--- src/mfdec_pkg.sv ---
// package of constants and types for the multifunction compute-field decoder
// How it works
// - bit22 set, 21:20=10: fixed multiply, add, subtract
// - 21:20=11: float multiply, add, subtract
// - alu x operand is register 8 plus field
// - alu y operand is register 12 plus field
// - multiply x operand is register field value
// - multiply y operand is register 4 plus field
// - float forms use the same register quartets
// - six-bit code in 21:16 picks combined operation
// - codes 04-06: rounded product plus alu op
// - codes 08-0a: accumulate unrounded product, alu op
// - codes 0c-0e: rounded accumulator plus product
// - codes 10-12: subtract unrounded product from accumulator
// - codes 14-16: rounded accumulator minus product
// - codes 18,19,1c: float multiply, float alu op
// - codes 1a,1b: float multiply with float/fix conversion
// - codes 1d-1f: float multiply with abs, max, min
// - core registers reached only by instruction
// - control rw, status ro, sticky bits write-clear; here only read-only decode outputs, no control registers or sticky bits
package mfdec_pkg;
    // ****************************************
    // field positions
    // ****************************************
    localparam int FORM_BIT = 22;
    localparam int OPC_HI = 21;
    localparam int OPC_LO = 16;
    localparam int DUAL_HI = 21;
    localparam int DUAL_LO = 20;
    localparam int DST_A_HI = 19; // subtract dest in dual form
    localparam int DST_A_LO = 16;
    localparam int DST_M_HI = 15;
    localparam int DST_M_LO = 12;
    localparam int DST_S_HI = 11; // alu result / sum dest
    localparam int DST_S_LO = 8;
    localparam int MX_HI = 7;
    localparam int MX_LO = 6;
    localparam int MY_HI = 5;
    localparam int MY_LO = 4;
    localparam int AX_HI = 3;
    localparam int AX_LO = 2;
    localparam int AY_HI = 1;
    localparam int AY_LO = 0;
    // ****************************************
    // encodings and quartet bases
    // ****************************************
    localparam logic [1:0] DUAL_FIX = 2'h2;
    localparam logic [1:0] DUAL_FLT = 2'h3;
    localparam logic [1:0] MX_BASE = 2'h0;
    localparam logic [1:0] MY_BASE = 2'h1;
    localparam logic [1:0] AX_BASE = 2'h2;
    localparam logic [1:0] AY_BASE = 2'h3;
    localparam logic [5:0] OPC_FIX_FIRST = 6'h04;
    localparam logic [5:0] OPC_FIX_LAST = 6'h16;
    localparam logic [5:0] OPC_FLT_FIRST = 6'h18;
    localparam logic [5:0] OPC_FLT_LAST = 6'h1f;
    localparam logic [1:0] SUB_ALU_ADD = 2'h0;
    localparam logic [1:0] SUB_ALU_SUB = 2'h1;
    localparam logic [1:0] SUB_ALU_AVG = 2'h2;
    localparam logic [3:0] MUL_RND = 4'h1;
    localparam logic [3:0] MUL_ACC = 4'h2;
    localparam logic [3:0] MUL_ACC_RND = 4'h3;
    localparam logic [3:0] MUL_SUB = 4'h4;
    localparam logic [3:0] MUL_SUB_RND = 4'h5;
    localparam logic [5:0] OPC_FLT_ADD = 6'h18;
    localparam logic [5:0] OPC_FLT_SUB = 6'h19;
    localparam logic [5:0] OPC_FLT_CVT = 6'h1a;
    localparam logic [5:0] OPC_FLT_FIX = 6'h1b;
    localparam logic [5:0] OPC_FLT_AVG = 6'h1c;
    localparam logic [5:0] OPC_FLT_ABS = 6'h1d;
    localparam logic [5:0] OPC_FLT_MAX = 6'h1e;
    localparam logic [5:0] OPC_FLT_MIN = 6'h1f;

    typedef enum {
        MUL_NONE, MUL_FIX_RND, MUL_FIX_ACC, MUL_FIX_ACC_RND, MUL_FIX_SUB,
        MUL_FIX_SUB_RND, MUL_FLT
    } mul_op_t;

    typedef enum {
        ALU_NONE, ALU_ADD, ALU_SUB, ALU_AVG, ALU_ADDSUB, ALU_FLOAT, ALU_FIX,
        ALU_ABS, ALU_MAX, ALU_MIN
    } alu_op_t;

    typedef struct packed {
        logic valid;       // a defined multifunction form
        logic is_float;    // floating-point register view
        logic [3:0] mx;    // multiplier x register
        logic [3:0] my;    // multiplier y register
        logic [3:0] ax;    // alu x register
        logic [3:0] ay;    // alu y register
        logic [3:0] mul_dst;
        logic mul_dst_we;  // write product to register file
        logic acc_we;      // write foreground accumulator
        logic [3:0] alu_dst;
        logic alu_dst_we;
        logic alu_dst_fixed; // result lands in fixed-point view
        logic [3:0] diff_dst;
        logic diff_dst_we;
    } dec_t;
endpackage : mfdec_pkg

--- src/multifunction_mul_alu_decode.sv ---
// multifunction multiply/alu compute-field decoder
`timescale 1ns/10ps
module multifunction_mul_alu_decode
    import mfdec_pkg::*;
(
    input wire logic mclk,          // core clock, 25 MHz
    input wire logic srst,          // synchronous reset, active high
    input wire logic issue,         // compute field valid this cycle
    input wire logic [22:0] field,  // 23-bit compute field
    output dec_t dec,               // registered decode, one cycle later
    output mul_op_t mul_op,         // registered multiplier operation
    output alu_op_t alu_op,         // registered alu operation
    output logic undefined          // registered: issued but unassigned code
);
    // ****************************************
    // combinational decode
    // ****************************************
    dec_t dec_nxt;
    mul_op_t mul_nxt;
    alu_op_t alu_nxt;
    logic undef_nxt;
    dec_t dec_r;
    mul_op_t mul_r;
    alu_op_t alu_r;
    logic undef_r;
    logic [5:0] opc;
    logic [1:0] sub;

    assign opc = field[OPC_HI:OPC_LO];
    assign sub = opc[1:0];

    always_comb begin
        dec_nxt = '0;
        mul_nxt = MUL_NONE;
        alu_nxt = ALU_NONE;
        undef_nxt = 1'b0;
        // operand quartets fixed for every form, fixed or float
        dec_nxt.mx = {MX_BASE, field[MX_HI:MX_LO]};
        dec_nxt.my = {MY_BASE, field[MY_HI:MY_LO]};
        dec_nxt.ax = {AX_BASE, field[AX_HI:AX_LO]};
        dec_nxt.ay = {AY_BASE, field[AY_HI:AY_LO]};
        dec_nxt.mul_dst = field[DST_M_HI:DST_M_LO];
        dec_nxt.alu_dst = field[DST_S_HI:DST_S_LO];
        dec_nxt.diff_dst = field[DST_A_HI:DST_A_LO];
        if (issue && field[FORM_BIT]) begin
            if (field[DUAL_HI:DUAL_LO] == DUAL_FIX ||
                    field[DUAL_HI:DUAL_LO] == DUAL_FLT) begin
                dec_nxt.valid = 1'b1;
                dec_nxt.is_float = (field[DUAL_HI:DUAL_LO] == DUAL_FLT);
                dec_nxt.mul_dst_we = 1'b1;
                dec_nxt.alu_dst_we = 1'b1;
                dec_nxt.diff_dst_we = 1'b1;
                dec_nxt.alu_dst_fixed = !dec_nxt.is_float;
                mul_nxt = dec_nxt.is_float ? MUL_FLT : MUL_FIX_RND;
                alu_nxt = ALU_ADDSUB;
            end else if (opc >= OPC_FIX_FIRST && opc <= OPC_FIX_LAST
                    && sub != 2'h3) begin
                dec_nxt.valid = 1'b1;
                dec_nxt.alu_dst_we = 1'b1;
                dec_nxt.alu_dst_fixed = 1'b1;
                unique case (sub)
                    SUB_ALU_ADD: alu_nxt = ALU_ADD;
                    SUB_ALU_SUB: alu_nxt = ALU_SUB;
                    default: alu_nxt = ALU_AVG;
                endcase
                unique case (opc[5:2])
                    MUL_RND: begin
                        mul_nxt = MUL_FIX_RND;
                        dec_nxt.mul_dst_we = 1'b1;
                    end
                    MUL_ACC: begin
                        mul_nxt = MUL_FIX_ACC;
                        dec_nxt.acc_we = 1'b1;
                    end
                    MUL_ACC_RND: begin
                        mul_nxt = MUL_FIX_ACC_RND;
                        dec_nxt.mul_dst_we = 1'b1;
                    end
                    MUL_SUB: begin
                        mul_nxt = MUL_FIX_SUB;
                        dec_nxt.acc_we = 1'b1;
                    end
                    default: begin
                        mul_nxt = MUL_FIX_SUB_RND;
                        dec_nxt.mul_dst_we = 1'b1;
                    end
                endcase
            end else if (opc >= OPC_FLT_FIRST && opc <= OPC_FLT_LAST) begin
                dec_nxt.valid = 1'b1;
                dec_nxt.is_float = 1'b1;
                dec_nxt.mul_dst_we = 1'b1;
                dec_nxt.alu_dst_we = 1'b1;
                mul_nxt = MUL_FLT;
                unique case (opc)
                    OPC_FLT_ADD: alu_nxt = ALU_ADD;
                    OPC_FLT_SUB: alu_nxt = ALU_SUB;
                    OPC_FLT_AVG: alu_nxt = ALU_AVG;
                    OPC_FLT_CVT: alu_nxt = ALU_FLOAT;
                    OPC_FLT_FIX: begin
                        alu_nxt = ALU_FIX;
                        dec_nxt.alu_dst_fixed = 1'b1;
                    end
                    OPC_FLT_ABS: alu_nxt = ALU_ABS;
                    OPC_FLT_MAX: alu_nxt = ALU_MAX;
                    default: alu_nxt = ALU_MIN;
                endcase
            end else begin
                undef_nxt = 1'b1;
            end
        end
    end

    // ****************************************
    // output stage
    // ****************************************
    // one register stage for both halves: sources are named in the same
    // cycle and both write enables come out together, so neither half can
    // overwrite an operand the other still has to read
    always_ff @(posedge mclk) begin
        if (srst) begin
            dec_r <= '0;
            mul_r <= MUL_NONE;
            alu_r <= ALU_NONE;
            undef_r <= 1'b0;
        end else begin
            dec_r <= dec_nxt;
            mul_r <= mul_nxt;
            alu_r <= alu_nxt;
            undef_r <= undef_nxt;
        end
    end

    assign dec = dec_r;
    assign mul_op = mul_r;
    assign alu_op = alu_r;
    assign undefined = undef_r;
    // core registers are named by the field only; no address port exists
    // decode outputs are read-only status with no sticky bits, so there
    // is nothing here for a write to clear

    // ****************************************
    // assertions
    // ****************************************
    property p_quartet;
        @(posedge mclk) disable iff (srst)
        dec.valid |-> dec.mx[3:2] == MX_BASE && dec.my[3:2] == MY_BASE &&
            dec.ax[3:2] == AX_BASE && dec.ay[3:2] == AY_BASE;
    endproperty
    operand_quartet_a: assert property (p_quartet)
        else $error("operand outside its quartet");
    mx_select_a: assert property (@(posedge mclk) disable iff (srst)
        issue |=> dec.mx == {MX_BASE, $past(field[MX_HI:MX_LO])})
        else $error("multiplier x select wrong");
    ay_select_a: assert property (@(posedge mclk) disable iff (srst)
        issue |=> dec.ay == {AY_BASE, $past(field[AY_HI:AY_LO])})
        else $error("alu y select wrong");
    dual_fix_a: assert property (@(posedge mclk) disable iff (srst)
        issue && field[22:20] == 3'h6 |=> alu_op == ALU_ADDSUB && !dec.is_float
            && dec.diff_dst_we && dec.alu_dst_we)
        else $error("fixed dual form not decoded");
    dual_flt_a: assert property (@(posedge mclk) disable iff (srst)
        issue && field[22:20] == 3'h7 |=> mul_op == MUL_FLT && dec.is_float)
        else $error("float dual form not decoded");
    acc_only_a: assert property (@(posedge mclk) disable iff (srst)
        issue && field[22:18] == 5'h12 && field[17:16] != 2'h3
            |=> dec.acc_we && !dec.mul_dst_we && mul_op == MUL_FIX_ACC)
        else $error("accumulate form wrote register");
    fix_conv_a: assert property (@(posedge mclk) disable iff (srst)
        issue && field[22:16] == 7'h5b |=> alu_op == ALU_FIX && dec.alu_dst_fixed)
        else $error("fix conversion dest wrong");
    undef_quiet_a: assert property (@(posedge mclk) disable iff (srst)
        undefined |-> !dec.mul_dst_we && !dec.alu_dst_we && !dec.acc_we
            && !dec.diff_dst_we)
        else $error("undefined code wrote a destination");
    idle_quiet_a: assert property (@(posedge mclk) disable iff (srst)
        !issue |=> !dec.valid && !undefined)
        else $error("decode without issue");

    // ****************************************
    // assertion helpers
    // ****************************************
    // field classes seen at the pins, kept apart from the decode above so
    // that a slip in the decoder cannot hide itself in its own checks
    logic dual_issue;  // issued field in one of the two dual forms
    logic tbl_issue;   // issued field that goes to the six-bit table
    assign dual_issue = issue && field[FORM_BIT] && field[DUAL_HI];
    assign tbl_issue = issue && field[FORM_BIT] && !field[DUAL_HI];

    // ****************************************
    // operand quartets
    // ****************************************
    my_select_a: assert property (@(posedge mclk) disable iff (srst)
        issue |=> dec.my == {MY_BASE, $past(field[MY_HI:MY_LO])})
        else $error("multiplier y select wrong");
    ax_select_a: assert property (@(posedge mclk) disable iff (srst)
        issue |=> dec.ax == {AX_BASE, $past(field[AX_HI:AX_LO])})
        else $error("alu x select wrong");
    flt_quartet_a: assert property (@(posedge mclk) disable iff (srst)
        dual_issue && field[DUAL_LO] |=> dec.is_float && dec.mx[3:2] == MX_BASE
            && dec.my[3:2] == MY_BASE && dec.ax[3:2] == AX_BASE
            && dec.ay[3:2] == AY_BASE)
        else $error("float form left its quartets");

    // ****************************************
    // dual forms
    // ****************************************
    dual_dest_a: assert property (@(posedge mclk) disable iff (srst)
        dual_issue |=> dec.diff_dst == $past(field[DST_A_HI:DST_A_LO])
            && dec.mul_dst == $past(field[DST_M_HI:DST_M_LO])
            && dec.alu_dst == $past(field[DST_S_HI:DST_S_LO]))
        else $error("dual form destinations wrong");
    dual_flt_we_a: assert property (@(posedge mclk) disable iff (srst)
        dual_issue && field[DUAL_LO] |=> dec.mul_dst_we && dec.alu_dst_we
            && dec.diff_dst_we && alu_op == ALU_ADDSUB && !dec.alu_dst_fixed)
        else $error("float dual form enables wrong");
    dual_first_a: assert property (@(posedge mclk) disable iff (srst)
        dual_issue |=> dec.valid && !undefined && !dec.acc_we)
        else $error("dual form fell into the code table");

    // ****************************************
    // fixed-point code table
    // ****************************************
    // codes 03 to 17 ending in 11 sit between or beside the fixed groups and must stay quiet
    table_split_a: assert property (@(posedge mclk) disable iff (srst)
        tbl_issue |=> dec.valid != undefined)
        else $error("table code both or neither defined");
    rnd_prod_a: assert property (@(posedge mclk) disable iff (srst)
        issue && field[22:18] == 5'h11 && field[17:16] != 2'h3
            |=> mul_op == MUL_FIX_RND && dec.mul_dst_we && !dec.acc_we)
        else $error("rounded product form wrong");
    avg_alu_a: assert property (@(posedge mclk) disable iff (srst)
        issue && field[22:16] == 7'h46 |=> alu_op == ALU_AVG && dec.alu_dst_fixed)
        else $error("halved sum not decoded");
    acc_sub_alu_a: assert property (@(posedge mclk) disable iff (srst)
        issue && field[22:16] == 7'h49 |=> alu_op == ALU_SUB && dec.alu_dst_we)
        else $error("accumulate with difference wrong");
    acc_rnd_a: assert property (@(posedge mclk) disable iff (srst)
        issue && field[22:18] == 5'h13 && field[17:16] != 2'h3
            |=> mul_op == MUL_FIX_ACC_RND && dec.mul_dst_we && !dec.acc_we)
        else $error("rounded accumulate form wrote accumulator");
    acc_rnd_add_a: assert property (@(posedge mclk) disable iff (srst)
        issue && field[22:16] == 7'h4c |=> alu_op == ALU_ADD && dec.valid)
        else $error("rounded accumulate with sum wrong");
    acc_minus_a: assert property (@(posedge mclk) disable iff (srst)
        issue && field[22:18] == 5'h14 && field[17:16] != 2'h3
            |=> mul_op == MUL_FIX_SUB && dec.acc_we && !dec.mul_dst_we)
        else $error("accumulator subtract wrote register");
    sub_rnd_a: assert property (@(posedge mclk) disable iff (srst)
        issue && field[22:18] == 5'h15 && field[17:16] != 2'h3
            |=> mul_op == MUL_FIX_SUB_RND && dec.mul_dst_we && !dec.acc_we)
        else $error("rounded subtract form wrong");
    sub_rnd_avg_a: assert property (@(posedge mclk) disable iff (srst)
        issue && field[22:16] == 7'h56 |=> alu_op == ALU_AVG && !dec.is_float)
        else $error("rounded subtract with halved sum wrong");
    hole_code_a: assert property (@(posedge mclk) disable iff (srst)
        issue && field[22:21] == 2'h2 && field[20:18] <= 3'h5 && field[17:16] == 2'h3
            |=> undefined && !dec.valid)
        else $error("code between groups was decoded");
    low_code_a: assert property (@(posedge mclk) disable iff (srst)
        issue && field[22:18] == 5'h10 |=> undefined && mul_op == MUL_NONE)
        else $error("code below the table was decoded");

    // ****************************************
    // floating-point code table
    // ****************************************
    flt_add_a: assert property (@(posedge mclk) disable iff (srst)
        issue && field[22:16] == 7'h58 |=> mul_op == MUL_FLT && alu_op == ALU_ADD
            && dec.mul_dst_we && dec.alu_dst_we)
        else $error("float multiply with sum wrong");
    flt_sub_a: assert property (@(posedge mclk) disable iff (srst)
        issue && field[22:16] == 7'h59 |=> alu_op == ALU_SUB && dec.is_float)
        else $error("float multiply with difference wrong");
    flt_avg_a: assert property (@(posedge mclk) disable iff (srst)
        issue && field[22:16] == 7'h5c |=> alu_op == ALU_AVG && !dec.alu_dst_fixed)
        else $error("float multiply with halved sum wrong");
    flt_side_a: assert property (@(posedge mclk) disable iff (srst)
        issue && field[22:19] == 4'hb |=> mul_op == MUL_FLT && !dec.diff_dst_we
            && !dec.acc_we && !undefined)
        else $error("float table form wrote a stray destination");
    float_conv_a: assert property (@(posedge mclk) disable iff (srst)
        issue && field[22:16] == 7'h5a |=> alu_op == ALU_FLOAT && !dec.alu_dst_fixed)
        else $error("float conversion dest wrong");
    flt_abs_a: assert property (@(posedge mclk) disable iff (srst)
        issue && field[22:16] == 7'h5d |=> alu_op == ALU_ABS && dec.is_float)
        else $error("absolute value form wrong");
    flt_max_a: assert property (@(posedge mclk) disable iff (srst)
        issue && field[22:16] == 7'h5e |=> alu_op == ALU_MAX && dec.is_float)
        else $error("maximum form wrong");
    flt_min_a: assert property (@(posedge mclk) disable iff (srst)
        issue && field[22:16] == 7'h5f |=> alu_op == ALU_MIN && dec.is_float)
        else $error("minimum form wrong");

    // ****************************************
    // both halves together
    // ****************************************
    // a multiply write never goes out without its alu partner, so the two
    // halves always retire in the same cycle
    halves_paired_a: assert property (@(posedge mclk) disable iff (srst)
        dec.alu_dst_we == (dec.mul_dst_we || dec.acc_we))
        else $error("multiply and alu halves split");

    // ****************************************
    // coverage
    // ****************************************
    cv_dual: cover property (@(posedge mclk) issue && field[22:21] == 2'h3);
    cv_acc: cover property (@(posedge mclk) mul_op == MUL_FIX_SUB);
    cv_min: cover property (@(posedge mclk) alu_op == ALU_MIN);
    cv_undef: cover property (@(posedge mclk) undefined);
    cv_fix: cover property (@(posedge mclk) alu_op == ALU_FIX && dec.alu_dst_fixed);
endmodule : multifunction_mul_alu_decode

--- config.mk ---
export PLATFORM = sky130hd
export DESIGN_NAME = multifunction_mul_alu_decode
export DESIGN_NICKNAME = d
export VERILOG_FILES = /design/src/mfdec_pkg.sv /design/src/multifunction_mul_alu_decode.sv
export SDC_FILE = /design/constraint.sdc
export NUM_CORES = 1
export LEC_CHECK = 0
export ABC_AREA = 1
export BUFFER_PORTS_ARGS = -buffer_cell sky130_fd_sc_hd__clkbuf_2
export CAP_MARGIN = 20
export CORE_UTILIZATION = 40
export CTS_CLUSTER_DIAMETER = 60
export DETAILED_ROUTE_END_ITERATION = 16
export PLACE_DENSITY = 0.8
export SLEW_MARGIN = 20
export SYNTH_ARGS = -nofsm -noshare
export SYNTH_HDL_FRONTEND = slang
export SYNTH_SLANG_ARGS = --single-unit
--- constraint.sdc ---
create_clock -name mclk -period 1.09 [get_ports mclk]
set_input_delay 0.109 -clock mclk [delete_from_list [all_inputs] [get_ports mclk]]
set_output_delay 0.109 -clock mclk [all_outputs]
set_load 0.05 [all_outputs]
-- After elaboration in Yosys (flattened, before gate mapping)
Index checks and enable logic that the tools add are counted.
- logic and storage cells: 86
- register bits after elaboration: 100
- output and inout bits: 100
- input port bits: 26
- multiplexer cells: 31
- reductions and logical operators: 12
- eq/ne operators: 15
- bitwise operators: 2
- order comparisons: 4
- operator list (kind ; count):
    $mux 32 ; 4
    $eq 6x5->1 const B ; 7
    $mux 28 ; 1
    $pmux 4 s7 ; 1
    $mux 2 ; 7
    $mux 1 ; 13
    $le 6x5->1 const B ; 2
    $pmux 3 s4 ; 1
    $mux 3 ; 3
    $eq 4x2->1 const B ; 2
    $reduce_or 4->1 ; 2
    $ge 6x3->1 const B ; 1
    $ge 6x5->1 const B ; 1
    $eq 2x2->1 const B ; 2
    $eq 4x1->1 const B ; 1
    $eq 4x3->1 const B ; 1
    $logic_and 1x1->1 ; 4
    $pmux 2 s2 ; 1
    $reduce_or 2->1 ; 2
    $reduce_or 3->1 ; 1
    $eq 2x1->1 const B ; 1
    $logic_not 2->1 ; 1
    $ne 2x2->1 const B ; 1
    $not 1->1 ; 2
    other kinds (2) ; 2

-- Logic depth before layout (Yosys ltp)
- depth after elaboration: 7
- depth in mapped cells: 8
- mapped depth without buffers: 8

-- Least setup slack after synthesis
OpenSTA, ideal clock, no wires.
- path kind: register to output
- start: reg dec[19] (netlist name)
- end: out dec[20] in the netlist's numbering
- data required time: 981 ps
- data arrival time: 934 ps
- path slack: 47 ps
- path buffers: 1
- stages on the path, launching flop included: 2
- path through: dfxtp_1 > buf_4
- RTL lines (what ; line ; RTL):
    to (decl) ; multifunction_mul_alu_decode.sv:10 ; output dec_t dec,

==> implementation parameters <==
Parameter                              Value

Outcome
  Run status    completed

Synth
  Cell variety after synth    20
  Post-synth top flop    dfxtp_1
  Leading area contributor after synthesis    dfxtp_1
  Synth area leaders    dfxtp_1, buf_4, inv_1
  Cell area after technology mapping    ~0.0017 mm^2
  FFs w/ async S/R, synth    0
  Most instantiated cells after synthesis    buf_4, dfxtp_1, inv_1, nand2_1, nor2_1
  Average instance area after synthesis    a little under 8 um^2
  Number of enable-type register cells in the synthesized netlist    0
  Cells after synthesis    about 220
  Yosys top cell area share    0.410
  Most instantiated library cell after synthesis    buf_4
  Warnings, synthesis    0
  Number of flip-flops and latches in the synthesized netlist    35
  Seq/Total Area, Yosys    0.410

Route
  Vias after detailed routing    1327
  Via density per instance    slightly below 4
  Total Wirelength    between 3000 and 4000 um
  Remaining antenna violation count    0
  Final routed DRC violation total    0
  DRT Pass-1 Iters    4
  Violation count after the first detailed-routing iteration    56
  Average routed wire per standard cell    approximately 9.1 um

Clocking
  TritonCTS Buffers    5
  Maximum number of buffers from clock root to sink    2
  TritonCTS Sinks    35
  Clock slew at reported path FFs    ~0.070 ns
  Htree depth    2
  Master cell of the clock root buffer    clkbuf_8
  TritonCTS clock tree    built

STA
  Post-route worst hold slack    about 0.017 ns
  Worst setup slack after layout    ~0.053 ns
  Maximum clock frequency    a little under 1000 MHz
  Setup violations, final    0
  Setup repair after global routing missed its margin    true
  Final clock period utilization by the worst path    0.952
  Final Critical Period    ~1.0 ns
  Hold violation count in the final report    0
  Final-report max-slew violation count    0

Global route
  Via count of the first global-routing pass    1004
  Number of antenna violations at the first check in global routing    0
  Global-route wire length before repair    ~4400 um
  Remaining global-route overflow    0
  Pin count of the biggest net entering global routing    21
  Global-route usage over all layers    0.137

Floorplanning
  Die boundary height    67.4 um
  Placeable core region    0.00406 mm^2
  Site Rows    23
  Total die area    roughly 0.0045 mm^2
  Die boundary width    ~67 um
  Initial core utilization    0.421
  Number of primary I/O pins    around 130

Cells and area
  Nets@finish    313
  Relative area change from synthesis to final layout    15.2%
  Design area    0.00197 mm^2
  Number of cells in the finished layout apart from fillers    about 340
  Ant. Diodes    0
  Share of cells above drive strength 1    0.306

Setup path
  Slowest cell on crit path    dfxtp_1
  Cell depth of the worst setup path    1
  CP max FO    4
  Biggest cell delay along the critical path    about 0.37 ns
  Required time worst endpoint    around 0.98 ns
  Data arrival time at the worst-slack endpoint    0.93 ns
  Nature of the critical path startpoint    flop
  Critical path buffer and inverter count    1
  Startpoint-to-endpoint class of the critical path    reg2out
  Critical path's top delay family    flip-flops
  Worst Setup End Kind    primary output
  Sequence of cells on the critical path    buf_2

Pwr
  Pwr Density    1680 mW/mm^2
  Worst IR drop on VDD    ~0.45 mV
  Leak pwr    between 1 and 1.5 nW

Min path
  Cell depth of the worst hold path    3
  Class of the tightest hold or removal check    in2reg

Job
  Max Cap Violations    0

Placed design
  Total cell area at the placement stage    0.00185 mm^2
  Detailed-placement wirelength estimate    ~2500 um
  Cell total after placement    approximately 330
  Post-Place Setup Slack    roughly 0.013 ns
  Routability congestion estimate    0.909
  Port Buf Inserts    64
## report_power, final
| part | switching [W] | internal [W] |
|---|---|---|
| clock | 0.000429 | 0.000574 |
| sequential | 0.0000140 | 0.00133 |
| combinational | 0.000824 | 0.000126 |
| total | 0.00127 | 0.00203 |
## layout make-up
class / instances / area [um^2]
multi-input cells: 144 / 618
fillers: 424 / 2090
flip-flops and latches: 35 / 701
inverters: 32 / 120
clock inverters: 1 / 7.51
repair buffers: 69 / 363
clock buffers: 7 / 96.3
well taps: 50 / 62.6
## tightest hold or removal path: stages
cell      delay, ns
clkbuf_2       0.08
inv_1          0.04
nor2_1         0.03
## cells in the final DEF, fill, tap and decap left out, drive strengths merged
cell	count
nand2	32
dlygate4sd3	1
dfxtp	35
nor2	32
inv	32
nand3	6
a21oi	5
nand4	3
a31oi	1
o21bai	1
nor3	1
conb	61
buf	7
a211oi	1
clkinvlp	1
nor3b	1
clkbuf	68
## flip-flops by register name, summed over array words and instances (netlist names)
register   flops
undefined      1
alu_op         4
dec           27
mul_op         3
## per-layer routing
layer,wire [um],global-route usage
met1,1200,0.144
met4,34,0.0824
met3,394,0.0541
met2,1450,0.228
met5,0,0
## cell families (layout without fill, tap and decap cells)
family | Yosys count | in the layout | synth area share
DFF | 35 | 35 | 0.410
AOI/OAI and AO/OA | 8 | 8 | 0.0337
and+or+nand+nor | 75 | 75 | 0.194
other | 1 | 61 | 0.00219
buffers and inverters | 99 | 109 | 0.360
## what timing repair did
item                                   CTS  global route
buffers inserted                         0             0
endpoints found under the hold margin    0             1
resized for setup                        0             5
setup endpoints to repair                0             4
hold buffers                             0             1
## path summary, 6_finish.rpt
kind	endpoint	startpoint	slack [ns]
worst max-delay path	dec[20]	dec[19]$_DFF_P_	0.05
worst min-delay path	dec[18]$_SDFF_PP0_	field[1]	0.02
## per-stage QoR
step / TNS (ns) / util / power (W)
after global placement: 0 / 0.456 / 0.00231
after detailed placement: 0 / 0.456 / 0.00232
after global routing: -0.0673 / 0.485 / 0.00347
after floorplan: 0 / - / 0.00235
final: 0 / 0.485 / 0.00330
after CTS: 0 / 0.482 / 0.00334
(Power assumes the default switching activity.)
